<file path="config.mk">
export PLATFORM = sky130hd
export DESIGN_NAME = ir_timer_ctrl
export DESIGN_NICKNAME = d
export VERILOG_FILES = /design/src/core/ir_timer_pkg.sv /design/src/core/input_filter.sv /design/src/core/ir_timer_ctrl.sv
export SDC_FILE = /design/constraint.sdc
export NUM_CORES = 1
export LEC_CHECK = 0
export ABC_AREA = 1
export BUFFER_PORTS_ARGS = -buffer_cell sky130_fd_sc_hd__buf_4
export CAP_MARGIN = 20
export CELL_PAD_IN_SITES_DETAIL_PLACEMENT = 1
export CELL_PAD_IN_SITES_GLOBAL_PLACEMENT = 2
export CORE_UTILIZATION = 27
export CTS_BUF_LIST = sky130_fd_sc_hd__clkbuf_8 sky130_fd_sc_hd__clkbuf_16
export DETAILED_ROUTE_END_ITERATION = 8
export PLACE_DENSITY = 0.85
export SYNTH_ARGS = -nofsm -noshare
export SYNTH_HDL_FRONTEND = slang
export SYNTH_SLANG_ARGS = --single-unit
</file>
<file path="constraint.sdc">
create_clock -name hclk -period 2.15 [get_ports hclk]
set_clock_uncertainty 0.2 [all_clocks]
set_input_delay 0.215 -clock hclk [delete_from_list [all_inputs] [get_ports hclk]]
set_output_delay 0.215 -clock hclk [all_outputs]
set_load 0.05 [all_outputs]
</file>
<file path="src/core/ir_timer_pkg.sv">
package ir_timer_pkg;

	// Register indices; byte address is four times the index
	localparam int COMMON_INDEX = 1;
	localparam int WORD_INDEX = 2;
	localparam logic [7:0] COMMON_ADDR = 8'(COMMON_INDEX * 4);
	localparam logic [7:0] WORD_ADDR = 8'(WORD_INDEX * 4);

	// Reset values
	localparam logic [7:0] COMMON_RESET = 8'h00;
	localparam logic [7:0] WORD_RESET = 8'h00;

	// Output combiner codes
	localparam logic [1:0] LOGIC_AND = 2'h0;
	localparam logic [1:0] LOGIC_OR = 2'h1;
	localparam logic [1:0] LOGIC_NOR = 2'h2;
	localparam logic [1:0] LOGIC_NAND = 2'h3;

	// Edge select codes
	localparam logic [1:0] EDGE_FALL = 2'h0;
	localparam logic [1:0] EDGE_RISE = 2'h1;
	localparam logic [1:0] EDGE_BOTH = 2'h2;

	// Transmit submodes
	localparam logic [1:0] SUB_NORMAL = 2'h0;
	localparam logic [1:0] SUB_PING_PONG = 2'h1;
	localparam logic [1:0] SUB_FORCE_LOW = 2'h2;
	localparam logic [1:0] SUB_FORCE_HIGH = 2'h3;

	// Glitch filter codes and widths in system clocks
	localparam logic [1:0] FILTER_NONE = 2'h0;
	localparam logic [1:0] FILTER_SHORT = 2'h1;
	localparam logic [1:0] FILTER_LONG = 2'h2;
	localparam logic [3:0] FILTER_SHORT_CLOCKS = 4'h4;
	localparam logic [3:0] FILTER_LONG_CLOCKS = 4'h8;
	localparam logic [3:0] FILTER_NONE_CLOCKS = 4'h1;

	typedef struct packed {
		logic demod_mode;
		logic pin_select;
		logic [1:0] logic_edge;
		logic [1:0] submode_filter;
		logic init_byte_rise;
		logic init_word_fall;
	} common_control_type;

	typedef struct packed {
		logic run;
		logic single_pass;
		logic timeout;
		logic [1:0] prescale;
		logic capture_mask;
		logic timeout_mask;
		logic pin_route;
	} word_control_type;

	typedef enum logic [2:0] {
		PP_IDLE = 3'b001,
		PP_BYTE = 3'b010,
		PP_WORD = 3'b100
	} ping_pong_state_type;

endpackage

</file>
<file path="src/core/input_filter.sv">
`timescale 1ns/1ps
`default_nettype none

module input_filter (
	input wire logic hclk,
	input wire logic hresetn,
	input wire logic raw_input,
	input wire logic [1:0] filter_select,
	output logic rise_pulse,
	output logic fall_pulse
);

	logic sync1;
	logic sync2;
	logic sync3;
	logic level;
	logic [3:0] count;
	logic [3:0] threshold;

	// Three-stage synchroniser
	always_ff @(posedge hclk or negedge hresetn)
	begin
		if (!hresetn)
		begin
			sync1 <= 1'b0;
			sync2 <= 1'b0;
			sync3 <= 1'b0;
		end
		else
		begin
			sync1 <= raw_input;
			sync2 <= sync1;
			sync3 <= sync2;
		end
	end

	always_comb
	begin
		case (filter_select)
			ir_timer_pkg::FILTER_SHORT: threshold = ir_timer_pkg::FILTER_SHORT_CLOCKS;
			ir_timer_pkg::FILTER_LONG: threshold = ir_timer_pkg::FILTER_LONG_CLOCKS;
			default: threshold = ir_timer_pkg::FILTER_NONE_CLOCKS;
		endcase
	end

	always_ff @(posedge hclk or negedge hresetn)
	begin
		if (!hresetn)
		begin
			level <= 1'b0;
			count <= 4'h0;
			rise_pulse <= 1'b0;
			fall_pulse <= 1'b0;
		end
		else
		begin
			rise_pulse <= 1'b0;
			fall_pulse <= 1'b0;
			if (sync2 != sync3 || sync3 == level)
				count <= 4'h0;
			else if (count + 4'h2 >= threshold)
			begin
				level <= sync3;
				count <= 4'h0;
				rise_pulse <= sync3;
				fall_pulse <= ~sync3;
			end
			else
				count <= count + 4'h1;
		end
	end

endmodule // input_filter

`default_nettype wire

</file>
<file path="src/core/ir_timer_ctrl.sv">
// Local design decision: the AHB-Lite register port.
`timescale 1ns/1ps
`default_nettype none

module ir_timer_ctrl (
	input wire logic hclk,
	input wire logic hresetn,
	input wire logic hsel,
	input wire logic [31:0] haddr,
	input wire logic [1:0] htrans,
	input wire logic hwrite,
	input wire logic [2:0] hsize,
	input wire logic [31:0] hwdata,
	input wire logic hready,
	output logic [31:0] hrdata,
	output logic hreadyout,
	output logic hresp,
	input wire logic stop_recovery,
	input wire logic first_demod_input_pin,
	input wire logic alternate_demod_input_pin,
	input wire logic byte_timer_running,
	input wire logic byte_timer_terminal,
	input wire logic word_timer_terminal,
	input wire logic combined_port_data,
	input wire logic word_port_data,
	output logic word_timer_run,
	output logic word_timer_count_tick,
	output logic word_timer_single_pass,
	output logic byte_timer_start,
	output logic byte_timer_output,
	output logic word_timer_output,
	output logic combined_output_pin,
	output logic word_timer_output_pin,
	output logic capture_event,
	output logic external_pin_capture,
	output logic timeout_interrupt_request,
	output logic capture_interrupt_request
);

	ir_timer_pkg::common_control_type common;
	ir_timer_pkg::word_control_type word;
	ir_timer_pkg::ping_pong_state_type pp_state;
	logic wr_pend;
	logic rd_pend;
	logic [7:0] acc_addr;
	logic addr_phase;
	logic wr_common;
	logic wr_word;
	logic [7:0] wd;
	logic demod;
	logic run_d;
	logic byte_run_d;
	logic [2:0] prescale_count;
	logic rise_pulse;
	logic fall_pulse;
	logic rise_hit;
	logic fall_hit;
	logic edge_hit;
	logic first_seen;
	logic pp_byte_done;
	logic pp_word_done;
	logic single_stop;
	logic combined;

	// Prescaler mask for divide by 1, 2, 4 or 8
	function automatic logic [2:0] div_mask(input logic [1:0] code);
		case (code)
			2'h0: div_mask = 3'h0;
			2'h1: div_mask = 3'h1;
			2'h2: div_mask = 3'h3;
			default: div_mask = 3'h7;
		endcase
	endfunction

	function automatic logic [7:0] read_reg(input logic [7:0] addr,
		input ir_timer_pkg::common_control_type c, input ir_timer_pkg::word_control_type w);
		if (addr == ir_timer_pkg::COMMON_ADDR)
			read_reg = c;
		else if (addr == ir_timer_pkg::WORD_ADDR)
			read_reg = w;
		else
			read_reg = 8'h00;
	endfunction

	assign addr_phase = hsel & htrans[1] & hready;
	assign wr_common = wr_pend && acc_addr == ir_timer_pkg::COMMON_ADDR;
	assign wr_word = wr_pend && acc_addr == ir_timer_pkg::WORD_ADDR;
	assign wd = hwdata[7:0];
	assign demod = common.demod_mode;
	assign hresp = 1'b0;
	assign hreadyout = ~rd_pend;

	// Bus address phase capture
	always_ff @(posedge hclk or negedge hresetn)
	begin
		if (!hresetn)
		begin
			wr_pend <= 1'b0;
			rd_pend <= 1'b0;
			acc_addr <= 8'h00;
		end
		else
		begin
			if (hreadyout)
			begin
				wr_pend <= addr_phase & hwrite;
				rd_pend <= addr_phase & ~hwrite;
				if (addr_phase)
					acc_addr <= {haddr[7:2], 2'b00};
			end
			else
			begin
				wr_pend <= 1'b0;
				rd_pend <= 1'b0;
			end
		end
	end

	// Read data, one wait state
	always_ff @(posedge hclk or negedge hresetn)
	begin
		if (!hresetn)
			hrdata <= 32'h0000_0000;
		else if (rd_pend)
			hrdata <= {24'h000000, read_reg(acc_addr, common, word)};
	end

	// Common control register
	always_ff @(posedge hclk or negedge hresetn)
	begin
		if (!hresetn)
			common <= ir_timer_pkg::COMMON_RESET;
		else
		begin
			if (stop_recovery)
			begin
				common.demod_mode <= 1'b0;
				common.pin_select <= 1'b0;
				common.submode_filter <= 2'h0;
			end
			else if (wr_common)
			begin
				common.demod_mode <= wd[7];
				common.pin_select <= wd[6];
				common.logic_edge <= wd[5:4];
				common.submode_filter <= wd[3:2];
			end
			if (stop_recovery)
			begin
				common.init_byte_rise <= 1'b0;
				common.init_word_fall <= 1'b0;
			end
			else if (demod)
			begin
				if (rise_hit)
					common.init_byte_rise <= 1'b1;
				else if (wr_common && wd[1])
					common.init_byte_rise <= 1'b0;
				if (fall_hit)
					common.init_word_fall <= 1'b1;
				else if (wr_common && wd[0])
					common.init_word_fall <= 1'b0;
			end
			else if (wr_common)
			begin
				common.init_byte_rise <= wd[1];
				common.init_word_fall <= wd[0];
			end
		end
	end

	assign pp_word_done = pp_state == ir_timer_pkg::PP_WORD && word_timer_terminal;
	assign pp_byte_done = pp_state == ir_timer_pkg::PP_BYTE && byte_timer_terminal;
	assign single_stop = ~demod & word.single_pass & word.run & word_timer_terminal;

	// Word timer control register
	always_ff @(posedge hclk or negedge hresetn)
	begin
		if (!hresetn)
			word <= ir_timer_pkg::WORD_RESET;
		else
		begin
			if (stop_recovery)
				word.run <= 1'b0;
			else if (wr_word)
				word.run <= wd[7];
			else if (single_stop || pp_word_done)
				word.run <= 1'b0;
			else if (pp_byte_done)
				word.run <= 1'b1;
			if (stop_recovery)
			begin
				word.single_pass <= 1'b0;
				word.timeout_mask <= 1'b0;
				word.pin_route <= 1'b0;
			end
			else if (wr_word)
			begin
				word.single_pass <= wd[6];
				word.prescale <= wd[4:3];
				word.capture_mask <= wd[2];
				word.timeout_mask <= wd[1];
				word.pin_route <= wd[0];
			end
			if (word.run && word_timer_terminal)
				word.timeout <= 1'b1;
			else if (wr_word && wd[5])
				word.timeout <= 1'b0;
		end
	end

	always_ff @(posedge hclk or negedge hresetn)
	begin
		if (!hresetn)
			pp_state <= ir_timer_pkg::PP_IDLE;
		else if (demod || common.submode_filter != ir_timer_pkg::SUB_PING_PONG)
			pp_state <= ir_timer_pkg::PP_IDLE;
		else
		begin
			case (pp_state)
				ir_timer_pkg::PP_IDLE:
					if (word.run)
						pp_state <= ir_timer_pkg::PP_WORD;
				ir_timer_pkg::PP_WORD:
					if (word_timer_terminal)
						pp_state <= ir_timer_pkg::PP_BYTE;
					else if (!word.run)
						pp_state <= ir_timer_pkg::PP_IDLE;
				ir_timer_pkg::PP_BYTE:
					if (byte_timer_terminal)
						pp_state <= ir_timer_pkg::PP_WORD;
				default:
					pp_state <= ir_timer_pkg::PP_IDLE;
			endcase
		end
	end

	always_ff @(posedge hclk or negedge hresetn)
	begin
		if (!hresetn)
		begin
			prescale_count <= 3'h0;
			word_timer_count_tick <= 1'b0;
		end
		else if (!word.run)
		begin
			prescale_count <= 3'h0;
			word_timer_count_tick <= 1'b0;
		end
		else
		begin
			prescale_count <= prescale_count + 3'h1;
			word_timer_count_tick <= (prescale_count & div_mask(word.prescale)) == 3'h0;
		end
	end

	// Timer output levels
	always_ff @(posedge hclk or negedge hresetn)
	begin
		if (!hresetn)
		begin
			run_d <= 1'b0;
			byte_run_d <= 1'b0;
			word_timer_output <= 1'b1;
			byte_timer_output <= 1'b1;
		end
		else
		begin
			run_d <= word.run;
			byte_run_d <= byte_timer_running;
			if (!demod && common.submode_filter == ir_timer_pkg::SUB_FORCE_LOW)
				word_timer_output <= 1'b0;
			else if (!demod && common.submode_filter == ir_timer_pkg::SUB_FORCE_HIGH)
				word_timer_output <= 1'b1;
			else if (!word.run)
				word_timer_output <= ~common.init_word_fall;
			else if (!run_d)
				word_timer_output <= common.init_word_fall;
			else if (word_timer_terminal)
				word_timer_output <= ~word_timer_output;
			if (!byte_timer_running)
				byte_timer_output <= ~common.init_byte_rise;
			else if (!byte_run_d)
				byte_timer_output <= common.init_byte_rise;
			else if (byte_timer_terminal)
				byte_timer_output <= ~byte_timer_output;
		end
	end

	always_comb
	begin
		case (common.logic_edge)
			ir_timer_pkg::LOGIC_AND: combined = byte_timer_output & word_timer_output;
			ir_timer_pkg::LOGIC_OR: combined = byte_timer_output | word_timer_output;
			ir_timer_pkg::LOGIC_NOR: combined = ~(byte_timer_output | word_timer_output);
			default: combined = ~(byte_timer_output & word_timer_output);
		endcase
	end

	// Pin drivers
	always_ff @(posedge hclk or negedge hresetn)
	begin
		if (!hresetn)
		begin
			combined_output_pin <= 1'b0;
			word_timer_output_pin <= 1'b0;
		end
		else
		begin
			combined_output_pin <= (!demod && common.pin_select) ? combined : combined_port_data;
			word_timer_output_pin <= word.pin_route ? word_timer_output : word_port_data;
		end
	end

	input_filter demod_filter (
		.hclk(hclk),
		.hresetn(hresetn),
		.raw_input(common.pin_select ? alternate_demod_input_pin : first_demod_input_pin),
		.filter_select(common.submode_filter),
		.rise_pulse(rise_pulse),
		.fall_pulse(fall_pulse)
	);

	// Edge select, reserved code detects none
	assign rise_hit = demod & rise_pulse & (common.logic_edge == ir_timer_pkg::EDGE_RISE ||
		common.logic_edge == ir_timer_pkg::EDGE_BOTH);
	assign fall_hit = demod & fall_pulse & (common.logic_edge == ir_timer_pkg::EDGE_FALL ||
		common.logic_edge == ir_timer_pkg::EDGE_BOTH);
	assign edge_hit = (rise_hit | fall_hit) & word.run & ~(word.single_pass & first_seen);

	// Capture events and interrupt requests
	always_ff @(posedge hclk or negedge hresetn)
	begin
		if (!hresetn)
		begin
			first_seen <= 1'b0;
			capture_event <= 1'b0;
			external_pin_capture <= 1'b0;
			timeout_interrupt_request <= 1'b0;
			capture_interrupt_request <= 1'b0;
			byte_timer_start <= 1'b0;
		end
		else
		begin
			if (!word.run)
				first_seen <= 1'b0;
			else if (edge_hit)
				first_seen <= 1'b1;
			capture_event <= edge_hit;
			// First pin capture also seen externally
			external_pin_capture <= edge_hit & ~common.pin_select;
			capture_interrupt_request <= edge_hit & word.capture_mask;
			timeout_interrupt_request <= word.run & word_timer_terminal & word.timeout_mask;
			byte_timer_start <= pp_word_done;
		end
	end

	assign word_timer_run = word.run;
	assign word_timer_single_pass = word.single_pass;

endmodule // ir_timer_ctrl

`default_nettype wire

</file>
==> impl_metrics.env <==
export IMPL_hold_violations=0
export IMPL_cts_tree="done"
export IMPL_synth_top_family_by_area="simple AND/OR/NAND/NOR gates"
export IMPL_drt_pass1_iter_count=4
export IMPL_nets=521
export IMPL_finalSetupTns_ps=0
export IMPL_avgSynthCellArea_sq_um=9.02
export IMPL_drive_gt1_frac=0.203
export IMPL_min_period_ps=2000
export IMPL_clock_fmax_ghz=0.500
export IMPL_via_per_inst=4.51
export IMPL_wl_per_cell_um=13.9
export IMPL_ir_drop_v=0.000301
export IMPL_path_cells="ha_1 > xor2_1 > ha_1 > a21oi_1 > nand3_1 > nand2_1 > nor2_1 > a21oi_1"
export IMPL_vias=2559
export IMPL_cpPeakStageDelay_ps=410
export IMPL_mostFrequentLayoutCell="nand2_1"
export IMPL_multiInputGateArea_sq_um=1290
export IMPL_final_cells=568
export IMPL_synthSimpleGateAreaFrac=0.212
export IMPL_ys_seq_area_frac=0.495
export IMPL_ys_async_sr_fraction=1.00
export IMPL_cts_root_buf="clkbuf_16"
export IMPL_hold_path_startpoint="byte_timer_terminal"
export IMPL_clk_pin_slew_ps=50
export IMPL_r2r_end="demod_filter.level$_DFFE_PN0P_"
export IMPL_leakage_nw=2.08
export IMPL_chipHeight_um=109
export IMPL_ys_ff_latch=61
export IMPL_r2r_slack_ps=150
export IMPL_grt_start_max_net_pins=62
export IMPL_num_fill_cells=1278
export IMPL_worstPathArrival_ps=2050
export IMPL_synthCells=343
export IMPL_r2r_start="demod_filter.count[1]$_DFF_PN0_"
export IMPL_clk_latency_ps=330
export IMPL_yosys_warnings=0
export IMPL_hp_class="primary input to flip-flop"
export IMPL_cts_buffers=9
export IMPL_synth_compound_area_frac=0.0862
export IMPL_relSlewSlack=0.471
export IMPL_synth_mux_area_frac=0.0182
export IMPL_start_util=0.282
export IMPL_htreeDepth=3
export IMPL_synth_xor_area_share=0.0113
export IMPL_dp_cells=531
export IMPL_finalCritPeriodShare=0.930
export IMPL_worst_ep_required_time_ps=2200
export IMPL_min_to="pp_state[1]$_DFFE_PN0P_"
export IMPL_die_w_um=109
export IMPL_coreArea_sq_um=11000
export IMPL_io_buffers=48
export IMPL_cts_sink_count=61
export IMPL_worst_slew_pin_slew_ps=794
export IMPL_post_cts_buffers=0
export IMPL_drt_iter0_markers=82
export IMPL_gp_congestion=0.792
export IMPL_diodes=0
export IMPL_grt_pass1_vias=2650
export IMPL_place_area_sq_um=3540
export IMPL_wirelength_mm=7.89
export IMPL_ys_flop_type="dfrtp_1"
export IMPL_rsz0062_at_grt="no"
export IMPL_power_density_nw_per_um2=818
export IMPL_fin_area_sq_um=4080
export IMPL_syn_area_sq_um=3090
export IMPL_rows=38
export IMPL_cap_violations=0
export IMPL_setup_viol=0
export IMPL_seq_area_sq_um=1530
export IMPL_overflow=0
export IMPL_antenna_found_initial=0
export IMPL_ctsLongestPathBuffers=2
export IMPL_holdPathStages=4
export IMPL_rr_worst_depth=8
export IMPL_slowest_stage="dfrtp_1"
export IMPL_mostFrequentLayoutCells="nand2_1, dfrtp_1, buf_4"
export IMPL_critPathMaxFanout=4
export IMPL_synth_adder_area_share=0.0607
export IMPL_drt_antenna_violating_nets=0
export IMPL_startpoint_type="flip-flop"
export IMPL_grt_usage=0.146
export IMPL_run_status="complete, no violations"
export IMPL_areaGrowthSynthToFinish_pct=31.9
export IMPL_dpl_hpwl_mm=5.85
export IMPL_slew_viol_final=0
export IMPL_drcViolationCount=0
export IMPL_timing_worst_setup_path_type="flip-flop to flip-flop"
export IMPL_ioPinCount=128
export IMPL_post_synth_num_cell_types=33
export IMPL_grt_pass1_wl_mm=13.0
export IMPL_dieArea_sq_um=11900
export IMPL_synth_edf_count=0
export IMPL_end_kind="flip-flop"
-- worst max path at each step --
stage / from / to / cells past startpoint
6_report: demod_filter.count[1]$_DFF_PN0_ / demod_filter.level$_DFFE_PN0P_ / 8
5_1_grt: demod_filter.count[1]$_DFF_PN0_ / demod_filter.level$_DFFE_PN0P_ / 8
4_1_cts: demod_filter.count[1]$_DFF_PN0_ / demod_filter.level$_DFFE_PN0P_ / 8
3_5_place_dp: demod_filter.count[1]$_DFF_PN0_ / demod_filter.level$_DFFE_PN0P_ / 8
3_3_place_gp: demod_filter.count[1]$_DFF_PN0_ / demod_filter.level$_DFFE_PN0P_ / 8
2_1_floorplan: demod_filter.count[1]$_DFF_PN0_ / demod_filter.level$_DFFE_PN0P_ / 8
-- sequential cells by signal, indices dropped and copies added (netlist names), 3 cells and up --
signal / count
hrdata: 8
common: 7
acc_addr: 6
word: 6
demod_filter.count: 4
pp_state: 3
prescale_count: 3
-- worst max-delay path, delay by kind of cell, from the launching register on --
family	cells	cell delay, ps
DFF	1	410
xor gates and xnor gates	1	170
adders and majority gates	2	560
AOI/OAI and AO/OA	2	310
and+or+nand+nor	3	270
-- cell type report --
class | count | share of cell area
inverters | 43 | 0.0396
repair buffers | 73 | 0.148
clock buffers | 10 | 0.0586
flip-flops and latches | 61 | 0.375
well taps | 140 | 0.0429
multi-input cells | 236 | 0.317
clock inverters | 5 | 0.0184
-- what timing repair did --
action | in CTS | in global routing
endpoints found under the hold margin | 80 | 0
endpoints found under the setup margin | 0 | 0
hold buffers | 22 | 0
resized for setup | 0 | 0
-- through the flow --
| stage | utilization | setup slack, ps | total power [mW] | hold slack, ps |
|---|---|---|---|---|
| finish | 0.371 | 150 | 3.34 | 40.2 |
| global route | 0.371 | 8.86 | 3.48 | 69.3 |
| CTS | 0.371 | 139 | 3.38 | 37.7 |
| detailed placement | 0.323 | 148 | 1.80 | 146 |
| global placement | 0.323 | 189 | 1.79 | 141 |
| floorplan | - | 291 | 1.67 | -281 |
-- report_power, final --
part	switching [mW]	leakage (nW)	internal, mW
Sequential	0.0697	0.789	1.23
Combinational	0.353	1.13	0.161
Clock	0.496	0.158	1.03
-- Yosys cell counts, types with 2 or more instances --
cell      number  share of area
mux2_2         5          0.018
buf_4         25          0.061
nand4_2        2         0.0081
xor2_1         2         0.0057
nor2_1        22          0.027
nor3_1         3         0.0049
xnor2_1        2         0.0057
a21oi_1       13          0.021
nand4_1        9          0.018
ha_1          15          0.061
dfstp_2        3          0.025
o21ai_1        6         0.0097
o211ai_1       2         0.0049
nand2_2        2         0.0040
a31oi_1        3         0.0061
o22ai_1        9          0.018
inv_2          3         0.0036
inv_1         39          0.047
o21ai_0       13          0.021
nand3_1       24          0.039
nand2_1       71          0.086
nor2_4         2         0.0073
dfrtp_1       58           0.47
-- metal layers --
metal | GRT usage | wire (um) | part of all wire
met1 | 0.175 | 3450 | 0.44
met2 | 0.250 | 3940 | 0.50
met3 | 0.0305 | 292 | 0.037
met4 | 0.0676 | 206 | 0.026
met5 | 0 | 0 | 0
-- logic make-up after synthesis --
| group | Yosys count |
|---|---|
| adder cells (fa/ha/maj) | 15 |
| AO/OA/AOI/OAI | 48 |
| AND/OR/NAND/NOR | 139 |
| other | 1 |
| buffers and inverters | 70 |
| XOR/XNOR | 4 |
| multiplexers | 5 |
| flip-flops | 61 |
No activity file was read; power rests on OpenSTA's default activity.
